$ cat config.mk
export PLATFORM = sky130hd
export DESIGN_NAME = watchdog_interval_timer
export DESIGN_NICKNAME = d
export VERILOG_FILES = /design/src/pkg/wdt_pkg.sv /design/src/hw/watchdog_interval_timer.sv
export SDC_FILE = /design/constraint.sdc
export NUM_CORES = 1
export LEC_CHECK = 0
export ABC_AREA = 0
export BUFFER_PORTS_ARGS = -buffer_cell sky130_fd_sc_hd__buf_2
export CAP_MARGIN = 10
export CELL_PAD_IN_SITES_DETAIL_PLACEMENT = 1
export CELL_PAD_IN_SITES_GLOBAL_PLACEMENT = 1
export CORE_MARGIN = 1.5
export CORE_UTILIZATION = 44
export DETAILED_ROUTE_END_ITERATION = 16
export GPL_TIMING_DRIVEN = 0
export PLACE_DENSITY = 0.93
export SLEW_MARGIN = 10
export SYNTH_ARGS = -nofsm -noshare
export SYNTH_HDL_FRONTEND = slang
export SYNTH_SLANG_ARGS = --single-unit
export TNS_END_PERCENT = 100
$ cat constraint.sdc
create_clock -name clk_in -period 6.1 [get_ports clk_in]
set_clock_uncertainty 0.1 [all_clocks]
set_input_delay 0.915 -clock clk_in [delete_from_list [all_inputs] [get_ports clk_in]]
set_output_delay 0.915 -clock clk_in [all_outputs]
set_load 0.005 [all_outputs]
$ cat src/pkg/wdt_pkg.sv
// package: register map, field layout and timing for the watchdog and interval timer
package wdt_pkg;
    // word offsets on the wishbone bus (byte addresses)
    localparam logic [3:0] ctrl_off = 4'h0;    // timer_control_status
    localparam logic [3:0] cnt_off  = 4'h4;    // counter_value
    localparam logic [3:0] rst_off  = 4'h8;    // reset_control_status
    // passwords in the high byte of a word write
    localparam logic [7:0] pw_cnt   = 8'h5A;   // counter / reset_out_enable
    localparam logic [7:0] pw_ctrl  = 8'hA5;   // control / watchdog flag clear
    // control field positions
    localparam int ovf_bit  = 7;
    localparam int mode_bit = 6;
    localparam int run_bit  = 5;
    localparam int wrf_bit  = 7;
    localparam int oe_bit   = 6;
    // reserved bits read as ones
    localparam logic [7:0] ctrl_rsvd = 8'h18;
    localparam logic [7:0] rst_rsvd  = 8'h3F;
    // reset values
    localparam logic [7:0] cnt_reset = 8'h00;
    localparam logic [2:0] sel_reset = 3'h0;
    // timing in system clock states
    localparam int int_rst_states = 518;
    localparam int ext_rst_states = 132;
    localparam int clk_mhz        = 200;
    localparam int int_rst_cycles = int_rst_states;
    localparam int ext_rst_cycles = ext_rst_states;

    // bus request carrier
    typedef struct packed {
        logic        cyc;
        logic        stb;
        logic        we;
        logic [3:0]  adr;
        logic [3:0]  sel;
        logic [31:0] dat;
    } wb_req_t;

    // complete block state
    typedef struct packed {
        logic [7:0]  cnt;
        logic [11:0] pre;
        logic [2:0]  psel;
        logic        mode;
        logic        run;
        logic        ovf;
        logic        ovf_seen;
        logic        wrf;
        logic        wrf_seen;
        logic        oe;
        logic [9:0]  irst;
        logic [7:0]  erst;
        logic        ack;
        logic [31:0] rdat;
        logic        irq;
        logic        chip_rst;
        logic        rst_pin_n;
    } state_t;
endpackage

$ cat src/hw/watchdog_interval_timer.sv
// watchdog and interval timer with password protected wishbone registers
//
// Decided for this implementation: the Wishbone interface to the registers and the address map.
`timescale 1ns/100ps

// Summary of operation
// RQ1 - mode bit and run bit set: watchdog
// RQ2 - software rewrites counter before overflow
// RQ3 - watchdog overflow: chip reset 518 cycles
// RQ4 - reset pin driven low 132 cycles
// RQ5 - reset pin driven only when enabled
// RQ6 - watchdog flag tells watchdog from pin reset
// RQ7 - simultaneous pin reset wins
// RQ8 - mode clear, run set: interval timer
// RQ9 - overflow sets flag, same-cycle reset or interrupt
// RQ10 - watchdog flag only meaningful in watchdog mode
// RQ11 - internal reset clears overflow, keeps watchdog flag
// RQ12 - reset handler clears watchdog flag
// RQ13 - interrupt asserted while overflow flag set
// RQ14 - write beats coincident increment
// RQ15 - stop counter before changing prescale
// RQ16 - word writes, password selects target
// RQ17 - run clear holds counter at zero
// RQ18 - prescale select picks eight divisions
// RQ19 - flag clear needs read-one then write-zero
// RQ20 - 8-bit up counter, overflow on wrap
module watchdog_interval_timer #(
    parameter int cnt_w = 8                      // counter width
) (
    input  wire logic        clk_in,             // 200 MHz system clock
    input  wire logic        rst_n_in,           // reset pin, active low
    input  wire logic        wb_cyc_in,          // wishbone cycle
    input  wire logic        wb_stb_in,          // wishbone strobe
    input  wire logic        wb_we_in,           // wishbone write enable
    input  wire logic [3:0]  wb_adr_in,          // wishbone byte address
    input  wire logic [3:0]  wb_sel_in,          // wishbone byte selects
    input  wire logic [31:0] wb_dat_in,          // wishbone write data
    output logic [31:0]      wb_dat_out,         // wishbone read data
    output logic             wb_ack_out,         // wishbone acknowledge
    output logic             interval_irq_out,   // interval interrupt, high
    output logic             chip_reset_out,     // internal chip reset, high
    output logic             reset_out_pin_n_out // external reset, low active
);
    wdt_pkg::wb_req_t req;
    wdt_pkg::state_t  st;
    wdt_pkg::state_t  next_st;
    // pin reset state: everything clear, external reset pin released
    localparam wdt_pkg::state_t st_reset = '{rst_pin_n: 1'b1, default: '0};
    logic [1:0]       rst_sync;
    logic             rst_n;
    logic             pin_rst_n;
    logic             tick;
    logic             wr;
    logic             rd;
    logic [7:0]       hi;
    logic [7:0]       lo;
    logic             ovf_now;
    logic             wd_mode;

    // gather bus request
    assign req = '{cyc: wb_cyc_in, stb: wb_stb_in, we: wb_we_in, adr: wb_adr_in,
                   sel: wb_sel_in, dat: wb_dat_in};

    // reset release through two flip-flops
    always_ff @(posedge clk_in or negedge rst_n_in) begin
        if (!rst_n_in) begin
            rst_sync <= 2'b00;
        end else begin
            rst_sync <= {rst_sync[0], 1'b1};
        end
    end
    assign rst_n     = rst_sync[1];
    assign pin_rst_n = rst_n;

    // prescaler tick per selected division
    always_comb begin
        unique case (st.psel)
            3'd0: tick = st.pre[0:0] == 1'b1;
            3'd1: tick = st.pre[4:0] == 5'h1F;
            3'd2: tick = st.pre[5:0] == 6'h3F;
            3'd3: tick = st.pre[6:0] == 7'h7F;
            3'd4: tick = st.pre[7:0] == 8'hFF;
            3'd5: tick = st.pre[8:0] == 9'h1FF;
            3'd6: tick = st.pre[10:0] == 11'h7FF;
            3'd7: tick = st.pre[11:0] == 12'hFFF; // RQ18
        endcase
    end

    // decode helpers
    assign hi      = req.dat[15:8];
    assign lo      = req.dat[7:0];
    // a write lands on the edge at which the master samples ack high
    assign wr      = req.cyc && req.stb && req.we && st.ack && (req.sel[1:0] == 2'b11);  // RQ16
    assign rd      = req.cyc && req.stb && !req.we && !st.ack;
    assign wd_mode = st.mode && st.run;                                             // RQ1 RQ10
    // a counter write beats a coincident tick, so it also blocks the overflow
    assign ovf_now = st.run && tick && (st.cnt == 8'hFF) &&
                     !(wr && req.adr == wdt_pkg::ctrl_off &&
                       hi == wdt_pkg::pw_cnt);                                      // RQ20 RQ14

    // next state
    always_comb begin
        next_st          = st;
        // ack answers a taken request one cycle later and stands one cycle
        next_st.ack      = req.cyc && req.stb && !st.ack;
        next_st.pre      = st.pre + 12'h001;
        // read data and arming of read-then-clear flags
        next_st.rdat     = 32'h0000_0000;
        if (rd) begin
            unique case (req.adr)
                wdt_pkg::ctrl_off: begin
                    next_st.rdat[7:0] = {st.ovf, st.mode, st.run, 2'b11, st.psel};
                    if (st.ovf) next_st.ovf_seen = 1'b1;                              // RQ19
                end
                wdt_pkg::cnt_off:  next_st.rdat[7:0] = st.cnt;
                wdt_pkg::rst_off: begin
                    next_st.rdat[7:0] = {st.wrf, st.oe, 6'h3F};
                    if (st.wrf) next_st.wrf_seen = 1'b1;                              // RQ6
                end
                default:           next_st.rdat = 32'h0000_0000;
            endcase
        end
        // counting
        if (!st.run) begin
            next_st.cnt = wdt_pkg::cnt_reset;                                         // RQ17
        end else if (tick) begin
            next_st.cnt = st.cnt + 8'h01;                                             // RQ20
        end
        // password writes; counter write wins over tick
        if (wr && req.adr == wdt_pkg::ctrl_off) begin
            // a halted counter stays at zero, so a counter write then is dropped
            if (hi == wdt_pkg::pw_cnt && st.run) begin
                next_st.cnt = lo;                                                     // RQ14 RQ2
            end else if (hi == wdt_pkg::pw_ctrl) begin
                next_st.mode = lo[wdt_pkg::mode_bit];
                next_st.run  = lo[wdt_pkg::run_bit];
                next_st.psel = lo[2:0];                                               // RQ15
                if (!lo[wdt_pkg::run_bit]) next_st.cnt = wdt_pkg::cnt_reset;
                if (!lo[wdt_pkg::ovf_bit] && st.ovf_seen) begin
                    next_st.ovf      = 1'b0;                                          // RQ19
                    next_st.ovf_seen = 1'b0;
                end
            end
        end
        if (wr && req.adr == wdt_pkg::rst_off) begin
            if (hi == wdt_pkg::pw_ctrl && lo == 8'h00 && st.wrf_seen) begin
                next_st.wrf      = 1'b0;                                              // RQ12
                next_st.wrf_seen = 1'b0;
            end else if (hi == wdt_pkg::pw_cnt) begin
                next_st.oe = lo[wdt_pkg::oe_bit];                                     // RQ5
            end
        end
        // overflow: flag set wins over clear
        if (ovf_now) begin
            next_st.ovf = 1'b1;                                                       // RQ9
            if (wd_mode) begin
                next_st.wrf  = 1'b1;                                                  // RQ11
                next_st.irst = 10'(wdt_pkg::int_rst_cycles);                          // RQ3
                if (st.oe) next_st.erst = 8'(wdt_pkg::ext_rst_cycles);                // RQ4
            end
        end
        // internal reset window: clears the timer, keeps wrf and oe
        if (st.irst != 10'd0) begin
            next_st.irst     = st.irst - 10'd1;
            next_st.cnt      = wdt_pkg::cnt_reset;
            next_st.mode     = 1'b0;
            next_st.run      = 1'b0;
            next_st.psel     = wdt_pkg::sel_reset;
            next_st.ovf      = 1'b0;                                                  // RQ11
            next_st.ovf_seen = 1'b0;
        end
        if (st.erst != 8'd0) next_st.erst = st.erst - 8'd1;
        // registered outputs
        next_st.irq       = next_st.ovf && !next_st.mode;                             // RQ8 RQ13
        next_st.chip_rst  = next_st.irst != 10'd0;                                    // RQ3
        next_st.rst_pin_n = !(next_st.erst != 8'd0);                                  // RQ4 RQ5
    end

    // state register; pin reset clears all, including watchdog flag
    always_ff @(posedge clk_in or negedge pin_rst_n) begin
        if (!pin_rst_n) begin
            st <= st_reset;                                                           // RQ7
        end else begin
            st <= next_st;
        end
    end

    // outputs come straight from the state register
    assign wb_dat_out          = st.rdat;
    assign wb_ack_out          = st.ack;
    assign interval_irq_out    = st.irq;
    assign chip_reset_out      = st.chip_rst;
    assign reset_out_pin_n_out = st.rst_pin_n;

    // checks
    AST_INT_RESET: assert property (@(posedge clk_in) disable iff (!rst_n) // RQ3
        (ovf_now && wd_mode) |=> chip_reset_out [*8])
        else $error("internal reset not raised after watchdog overflow");
    AST_EXT_GATED: assert property (@(posedge clk_in) disable iff (!rst_n) // RQ5
        (!reset_out_pin_n_out && !$past(reset_out_pin_n_out)) |-> st.erst != 8'd0)
        else $error("reset pin low without active window");
    AST_EXT_PULSE: assert property (@(posedge clk_in) disable iff (!rst_n) // RQ4
        (ovf_now && wd_mode && st.oe) |=> !reset_out_pin_n_out [*8])
        else $error("reset pin not driven after overflow");
    AST_OVF_SET: assert property (@(posedge clk_in) disable iff (!rst_n) // RQ9
        (ovf_now && !wd_mode) |=> st.ovf)
        else $error("overflow flag not set");
    AST_IRQ: assert property (@(posedge clk_in) disable iff (!rst_n) // RQ13
        (st.ovf && !st.mode) |-> ##1 interval_irq_out || !st.ovf)
        else $error("interval interrupt missing");
    AST_HALT: assert property (@(posedge clk_in) disable iff (!rst_n) // RQ17
        (!st.run && st.irst == 10'd0) |=> st.cnt == 8'h00)
        else $error("counter not held at zero");
    AST_WR_WINS: assert property (@(posedge clk_in) disable iff (!rst_n) // RQ14
        (wr && req.adr == wdt_pkg::ctrl_off && hi == wdt_pkg::pw_cnt && st.irst == 10'd0)
        |=> st.cnt == $past(lo))
        else $error("counter write lost to increment");
    AST_WRF_KEEP: assert property (@(posedge clk_in) disable iff (!rst_n) // RQ11
        (ovf_now && wd_mode) |=> st.wrf ##1 (st.wrf && !st.ovf))
        else $error("watchdog flag not kept through internal reset");
    AST_OVF_CLEAR: assert property (@(posedge clk_in) disable iff (!rst_n) // RQ19
        (st.ovf && !st.ovf_seen && !ovf_now && st.irst == 10'd0) |=> st.ovf)
        else $error("overflow flag cleared without prior read");
    COV_WD: cover property (@(posedge clk_in) disable iff (!rst_n) ovf_now && wd_mode);
    COV_IT: cover property (@(posedge clk_in) disable iff (!rst_n) ovf_now && !st.mode);
    COV_EXT: cover property (@(posedge clk_in) disable iff (!rst_n) !reset_out_pin_n_out);
    COV_OVF_CLEAR: cover property (@(posedge clk_in) disable iff (!rst_n)
        wr && req.adr == wdt_pkg::ctrl_off && hi == wdt_pkg::pw_ctrl && st.ovf_seen);
    COV_WR_TICK: cover property (@(posedge clk_in) disable iff (!rst_n)
        wr && req.adr == wdt_pkg::ctrl_off && hi == wdt_pkg::pw_cnt && tick && st.run);

    // bus handshake: a taken request is answered next cycle, ack stands one cycle
    AST_ACK_NEXT: assert property (@(posedge clk_in) disable iff (!rst_n) // RQ16
        (req.cyc && req.stb && !st.ack) |=> wb_ack_out)
        else $error("request not acknowledged");
    AST_ACK_ONE: assert property (@(posedge clk_in) disable iff (!rst_n) // RQ16
        wb_ack_out |=> !wb_ack_out)
        else $error("acknowledge longer than one cycle");
    AST_ACK_IDLE: assert property (@(posedge clk_in) disable iff (!rst_n) // RQ16
        !(req.cyc && req.stb) |=> !wb_ack_out)
        else $error("acknowledge without request");
    // read data: reserved bits read as ones, upper bytes and unmapped words zero
    AST_CTRL_RSVD: assert property (@(posedge clk_in) disable iff (!rst_n) // RQ16
        (rd && req.adr == wdt_pkg::ctrl_off) |=> (wb_dat_out[7:0] & wdt_pkg::ctrl_rsvd) == wdt_pkg::ctrl_rsvd)
        else $error("control reserved bits not ones");
    AST_RST_RSVD: assert property (@(posedge clk_in) disable iff (!rst_n) // RQ16
        (rd && req.adr == wdt_pkg::rst_off) |=> (wb_dat_out[7:0] & wdt_pkg::rst_rsvd) == wdt_pkg::rst_rsvd)
        else $error("reset control reserved bits not ones");
    AST_HIGH_ZERO: assert property (@(posedge clk_in) disable iff (!rst_n) // RQ16
        wb_ack_out |-> wb_dat_out[31:8] == 24'h00_0000)
        else $error("upper read bytes not zero");
    AST_RDAT_UNMAPPED: assert property (@(posedge clk_in) disable iff (!rst_n) // RQ16
        (rd && req.adr != wdt_pkg::ctrl_off && req.adr != wdt_pkg::cnt_off &&
         req.adr != wdt_pkg::rst_off) |=> wb_dat_out == 32'h0000_0000)
        else $error("unmapped read not zero");

    // writing the control word starts the timer in the written mode
    AST_RUN_START: assert property (@(posedge clk_in) disable iff (!rst_n) // RQ1
        (wr && req.adr == wdt_pkg::ctrl_off && hi == wdt_pkg::pw_ctrl && lo[wdt_pkg::run_bit] &&
         st.irst == 10'd0) |=> st.run && (st.mode == $past(lo[wdt_pkg::mode_bit])))
        else $error("control write did not start the timer");
    AST_SEL_WRITE: assert property (@(posedge clk_in) disable iff (!rst_n) // RQ18
        (wr && req.adr == wdt_pkg::ctrl_off && hi == wdt_pkg::pw_ctrl && st.irst == 10'd0)
        |=> st.psel == $past(lo[2:0]))
        else $error("prescale select not written");
    // watchdog overflow sets the flag and starts the internal reset together
    AST_WD_OVF_FLAG: assert property (@(posedge clk_in) disable iff (!rst_n) // RQ9
        (ovf_now && wd_mode) |=> st.ovf && chip_reset_out)
        else $error("flag and reset not raised together");

    // full lengths: internal reset 518 cycles, pin pulse 132 cycles inside it
    AST_INT_LEN: assert property (@(posedge clk_in) disable iff (!rst_n) // RQ3
        $rose(chip_reset_out) |-> ##300 chip_reset_out ##217 chip_reset_out ##1 !chip_reset_out)
        else $error("internal reset length wrong");
    AST_EXT_LEN: assert property (@(posedge clk_in) disable iff (!rst_n) // RQ4
        $fell(reset_out_pin_n_out) |-> ##131 !reset_out_pin_n_out ##1 reset_out_pin_n_out)
        else $error("reset pin pulse length wrong");
    AST_PIN_INSIDE: assert property (@(posedge clk_in) disable iff (!rst_n) // RQ4
        !reset_out_pin_n_out |-> chip_reset_out)
        else $error("reset pin low outside internal reset");

    // interrupt only in interval mode, raised on the edge after an overflow
    AST_IRQ_WD_QUIET: assert property (@(posedge clk_in) disable iff (!rst_n) // RQ8
        st.mode |-> !interval_irq_out)
        else $error("interval interrupt in watchdog mode");
    AST_IRQ_RISE: assert property (@(posedge clk_in) disable iff (!rst_n) // RQ8
        (ovf_now && !st.mode && !wr) |=> interval_irq_out)
        else $error("interval overflow without interrupt");
    AST_IRQ_MATCH: assert property (@(posedge clk_in) disable iff (!rst_n) // RQ13
        interval_irq_out |-> st.ovf)
        else $error("interrupt without overflow flag");

    // pin output: enable changes only by its own write or pin reset, no pulse starts while disabled
    AST_EXT_OFF: assert property (@(posedge clk_in) disable iff (!rst_n) // RQ5
        (ovf_now && wd_mode && !st.oe) |=> reset_out_pin_n_out)
        else $error("reset pin driven while disabled");
    AST_OE_HOLD: assert property (@(posedge clk_in) disable iff (!rst_n) // RQ5
        !(wr && req.adr == wdt_pkg::rst_off && hi == wdt_pkg::pw_cnt) |=> $stable(st.oe))
        else $error("output enable changed without write");
    AST_OE_SET: assert property (@(posedge clk_in) disable iff (!rst_n) // RQ5
        (wr && req.adr == wdt_pkg::rst_off && hi == wdt_pkg::pw_cnt)
        |=> st.oe == $past(lo[wdt_pkg::oe_bit]))
        else $error("output enable not written");

    // watchdog flag: set only by a watchdog overflow, cleared only after a read or by pin reset
    AST_WRF_SRC: assert property (@(posedge clk_in) disable iff (!rst_n) // RQ10
        (!st.wrf && !(ovf_now && wd_mode)) |=> !st.wrf)
        else $error("watchdog flag set outside watchdog overflow");
    AST_WRF_READ: assert property (@(posedge clk_in) disable iff (!rst_n) // RQ6
        (st.wrf && !st.wrf_seen) |=> st.wrf)
        else $error("watchdog flag cleared without prior read");
    AST_WRF_CLEAR_OK: assert property (@(posedge clk_in) disable iff (!rst_n) // RQ12
        (wr && req.adr == wdt_pkg::rst_off && hi == wdt_pkg::pw_ctrl && lo == 8'h00 &&
         st.wrf_seen && !(ovf_now && wd_mode)) |=> !st.wrf)
        else $error("watchdog flag not cleared");

    // overflow flag cleared by a zero write that follows a read as one
    AST_OVF_CLR_OK: assert property (@(posedge clk_in) disable iff (!rst_n) // RQ19
        (wr && req.adr == wdt_pkg::ctrl_off && hi == wdt_pkg::pw_ctrl && !lo[wdt_pkg::ovf_bit] &&
         st.ovf_seen && !ovf_now && st.irst == 10'd0) |=> !st.ovf)
        else $error("overflow flag not cleared");
    // internal reset window keeps the timer stopped
    AST_IRST_STOP: assert property (@(posedge clk_in) disable iff (!rst_n) // RQ11
        (st.irst != 10'd0) |=> !st.run && !st.mode)
        else $error("timer running during internal reset");

    // counter steps by one on a tick and holds otherwise, unless written
    AST_CNT_STEP: assert property (@(posedge clk_in) disable iff (!rst_n) // RQ20
        (st.run && tick && !wr && st.irst == 10'd0) |=> st.cnt == 8'($past(st.cnt) + 8'h01))
        else $error("counter did not advance on tick");
    AST_CNT_HOLD: assert property (@(posedge clk_in) disable iff (!rst_n) // RQ18
        (st.run && !tick && !wr && st.irst == 10'd0) |=> $stable(st.cnt))
        else $error("counter moved without a tick");
    AST_HALT_ZERO: assert property (@(posedge clk_in) disable iff (!rst_n) // RQ17
        !st.run |-> st.cnt == 8'h00)
        else $error("halted counter not zero");
    // prescaler runs freely; every division needs its low bit set, so ticks never touch
    AST_PRE_RUN: assert property (@(posedge clk_in) disable iff (!rst_n) // RQ18
        1'b1 |=> st.pre == 12'($past(st.pre) + 12'h001))
        else $error("prescaler not free running");
    AST_TICK_APART: assert property (@(posedge clk_in) disable iff (!rst_n) // RQ18
        tick |=> !tick)
        else $error("prescaler tick lasted two cycles");
endmodule

==> summary.txt <==
Timing
  – Slew Limit Fails: 0
  – Headroom to the max-slew limit: 34.4%
  – RSZ-0062 raised after global routing: no
  – Hold Worst Slack: 240 ps
  – Measured slew at the worst slew-check pin: 977 ps
  – Min Tclk post-route: 3060 ps
  – Setup TNS Final: 0 ps
  – Final hold vios: 0
  – Max Freq: 326 MHz
  – Final Setup Violations: 0
  – Tcrit/Tclk final: 50.2%

Synthesis
  – Yosys warning count: 0
  – Main flop type after synthesis: dfrtp_1
  – Post-synth top area share: 45.4%
  – Seq/Total Area, Yosys: 46.2%
  – Post-synth EDFFs: 0
  – Gate Count Post-Synth: 348
  – Syn_area_per_cell: 9.66 µm²
  – Async S/R FF share, synth: 100%
  – Count of cell types in the netlist: 54
  – Synth area leader: dfrtp_1
  – Dominant cells by area after synthesis: dfrtp_1, buf_4, xnor2_1
  – Most frequent cells after synthesis: dfrtp_1, buf_4, nand2_1, nor2_1, a21oi_1
  – Most common cell in the netlist: dfrtp_1
  – Register bit count reported by yosys: 62
  – Post-Syn Area: 3360 µm²

Global route
  – GRT overflow: 0
  – Total track usage: 21.8%
  – First-pass GRT wire length: 14200 µm
  – Initial antenna violation count: 0
  – Largest net degree at the start of global routing: 61
  – Vias in the first global route: 2896

Clock network
  – Post-CTS sizing: 0
  – CTS tree: yes
  – Reg clk slew, reported paths: 60 ps
  – CTS buffer count: 9
  – # hold bufs at CTS: 0
  – Setup bufs post-CTS: 0
  – Root Driver: clkbuf_8
  – CTS sink cnt: 62
  – Maximum buffer depth of the clock tree: 2
  – Worst-Skew Late Latency: 350 ps
  – H-tree depth: 3

Setup path
  – Setup crit start kind: register
  – Worst R2R Path Depth: 12
  – CP Data Arrival Time: 3240 ps
  – Setup crit end kind: register
  – Maximum fanout along the worst path: 10
  – WP data required: 6270 ps
  – Worst R2R End: chip_reset_out
  – RR Startpoint: st[64]
  – Type of the worst setup path: register to register
  – Reg2Reg Setup Slack: 3040 ps

Finish
  – Share of cells above drive strength 1: 23.2%
  – Synth-to-Final Area Change: 16.6%
  – Layout net count: 472
  – Final Util: 53.5%
  – Final Cell Area: 3920 µm²
  – # diodes: 0

Floorplanning
  – Initial core utilization: 45.8%
  – Core area: 7330 µm²
  – Row count: 31
  – Die height: 90.4 µm
  – I/O Pins: 81
  – Die X: 90.4 µm
  – Die footprint: 8170 µm²

Routing
  – Antenna Nets Post-Route: 0
  – TritonRoute pass-1 iters: 4
  – Vias/cell: 5.30
  – Iter 0 DRT Violations: 116
  – Number of remaining DRC errors: 0
  – Post-Route WL: 8260 µm
  – Via count: 2765
  – Routed WL per cell: 15.8 µm

Run
  – Max cap viols: 0

Placed design
  – Post-DP Area: 3760 µm²
  – PortBufs: 38
  – Hpwl dp: 6110 µm
  – Gp weighted congestion: 0.901

Pwr
  – PwrDens: 195 nW/µm²
  – Peak supply drop: 104 µV
  – P_leak: 1.90 nW

Worst hold path
  – Type of the tightest min-delay check: input port to async pin

Outcome
  – Status: finished clean
==> worst max-delay path, stage by stage, from the launching register on <==
cell and delay, ps:
dfrtp_1 460, ha_1 240, nand3_2 150, inv_2 80
and3_1 180, ha_1 150, nand2_1 50, a221oi_1 300
a211oi_1 120, buf_6 170, nor4_1 620, o311a_1 240
nand4bb_1 140
==> through the flow <==
stage,worst slack [ps],std cells,total power [mW]
final,3040,522,0.766
after global placement,3130,508,0.465
after floorplan,3410,371,0.450
after CTS,3040,522,0.770
after detailed placement,3090,508,0.467
after global routing,2810,522,0.797
==> layout make-up <==
type / count / area [µm²]
timing repair buffer: 38 / 190
clock inverter: 2 / 10.0
inverter: 13 / 48.8
clock buffer: 12 / 145
buffer: 41 / 284
sequential: 62 / 1560
tap: 99 / 124
multi-input combinational: 255 / 1560
fill: 902 / 3410
==> cells by family (layout without fill, tap and decap cells) <==
logic type	Yosys count	count (layout)	synth area share, %
AND/OR/NAND/NOR	136	136	21.9
buffers and inverters	54	106	9.90
other	2	25	0.223
multiplexers	11	11	3.39
adder cells (fa/ha/maj)	7	7	2.61
flip-flops	62	62	46.2
XOR/XNOR	21	21	5.47
AO/OA/AOI/OAI	55	55	10.3
==> worst max path at each step <==
stage                            start        endpoint  slack, ps  cells past startpoint
after detailed placement        st[64]  chip_reset_out       3090                     12
after global routing            st[64]  chip_reset_out       2810                     12
final                           st[64]  chip_reset_out       3040                     12
after floorplan           wb_adr_in[1]  chip_reset_out       3410                      6
after global placement    wb_adr_in[1]  chip_reset_out       3130                      7
after CTS                       st[64]  chip_reset_out       3040                     12
==> metal layers <==
| layer | wire [µm] | vias up | global-route usage, % |
|---|---|---|---|
| met5 | 0 | - | 0 |
| met4 | 152 | 0 | 8.73 |
| met3 | 291 | 14 | 3.62 |
| met2 | 4380 | 74 | 40.0 |
| met1 | 3440 | 1354 | 25.0 |
| li1 | - | 1323 | - |
==> layout by cell type (no fill, tap or decap), types with 8 or more instances in the layout <==
cell      synthesis  final
buf_4            32     32
clkbuf_8          0     10
a21oi_1          17     17
buf_2             2     40
mux2i_1           8      8
nand3_1          13     13
o21ai_0          10     10
xnor2_1          15     15
nor3_1           10     10
dfrtp_1          61     60
o21ai_1          10     10
inv_1            12     12
conb_1            2     25
nor2_1           31     31
nand2_1          31     31
clkbuf_1          6      8
nor4_1            9      9
==> sequential cells by signal, indices dropped and copies added (netlist names) <==
name	cells
st	48
wb_dat_out	8
rst_sync	2
chip_reset_out	1
interval_irq_out	1
reset_out_pin_n_out	1
wb_ack_out	1
==> report_power, final <==
group	switching, mW	leakage, nW	internal [mW]
combinational	0.0176	1.01	0.0200
sequential	0.00847	0.815	0.414
clock	0.153	0.0821	0.153
total	0.179	1.90	0.586
No activity file was read; power rests on OpenSTA's default activity.
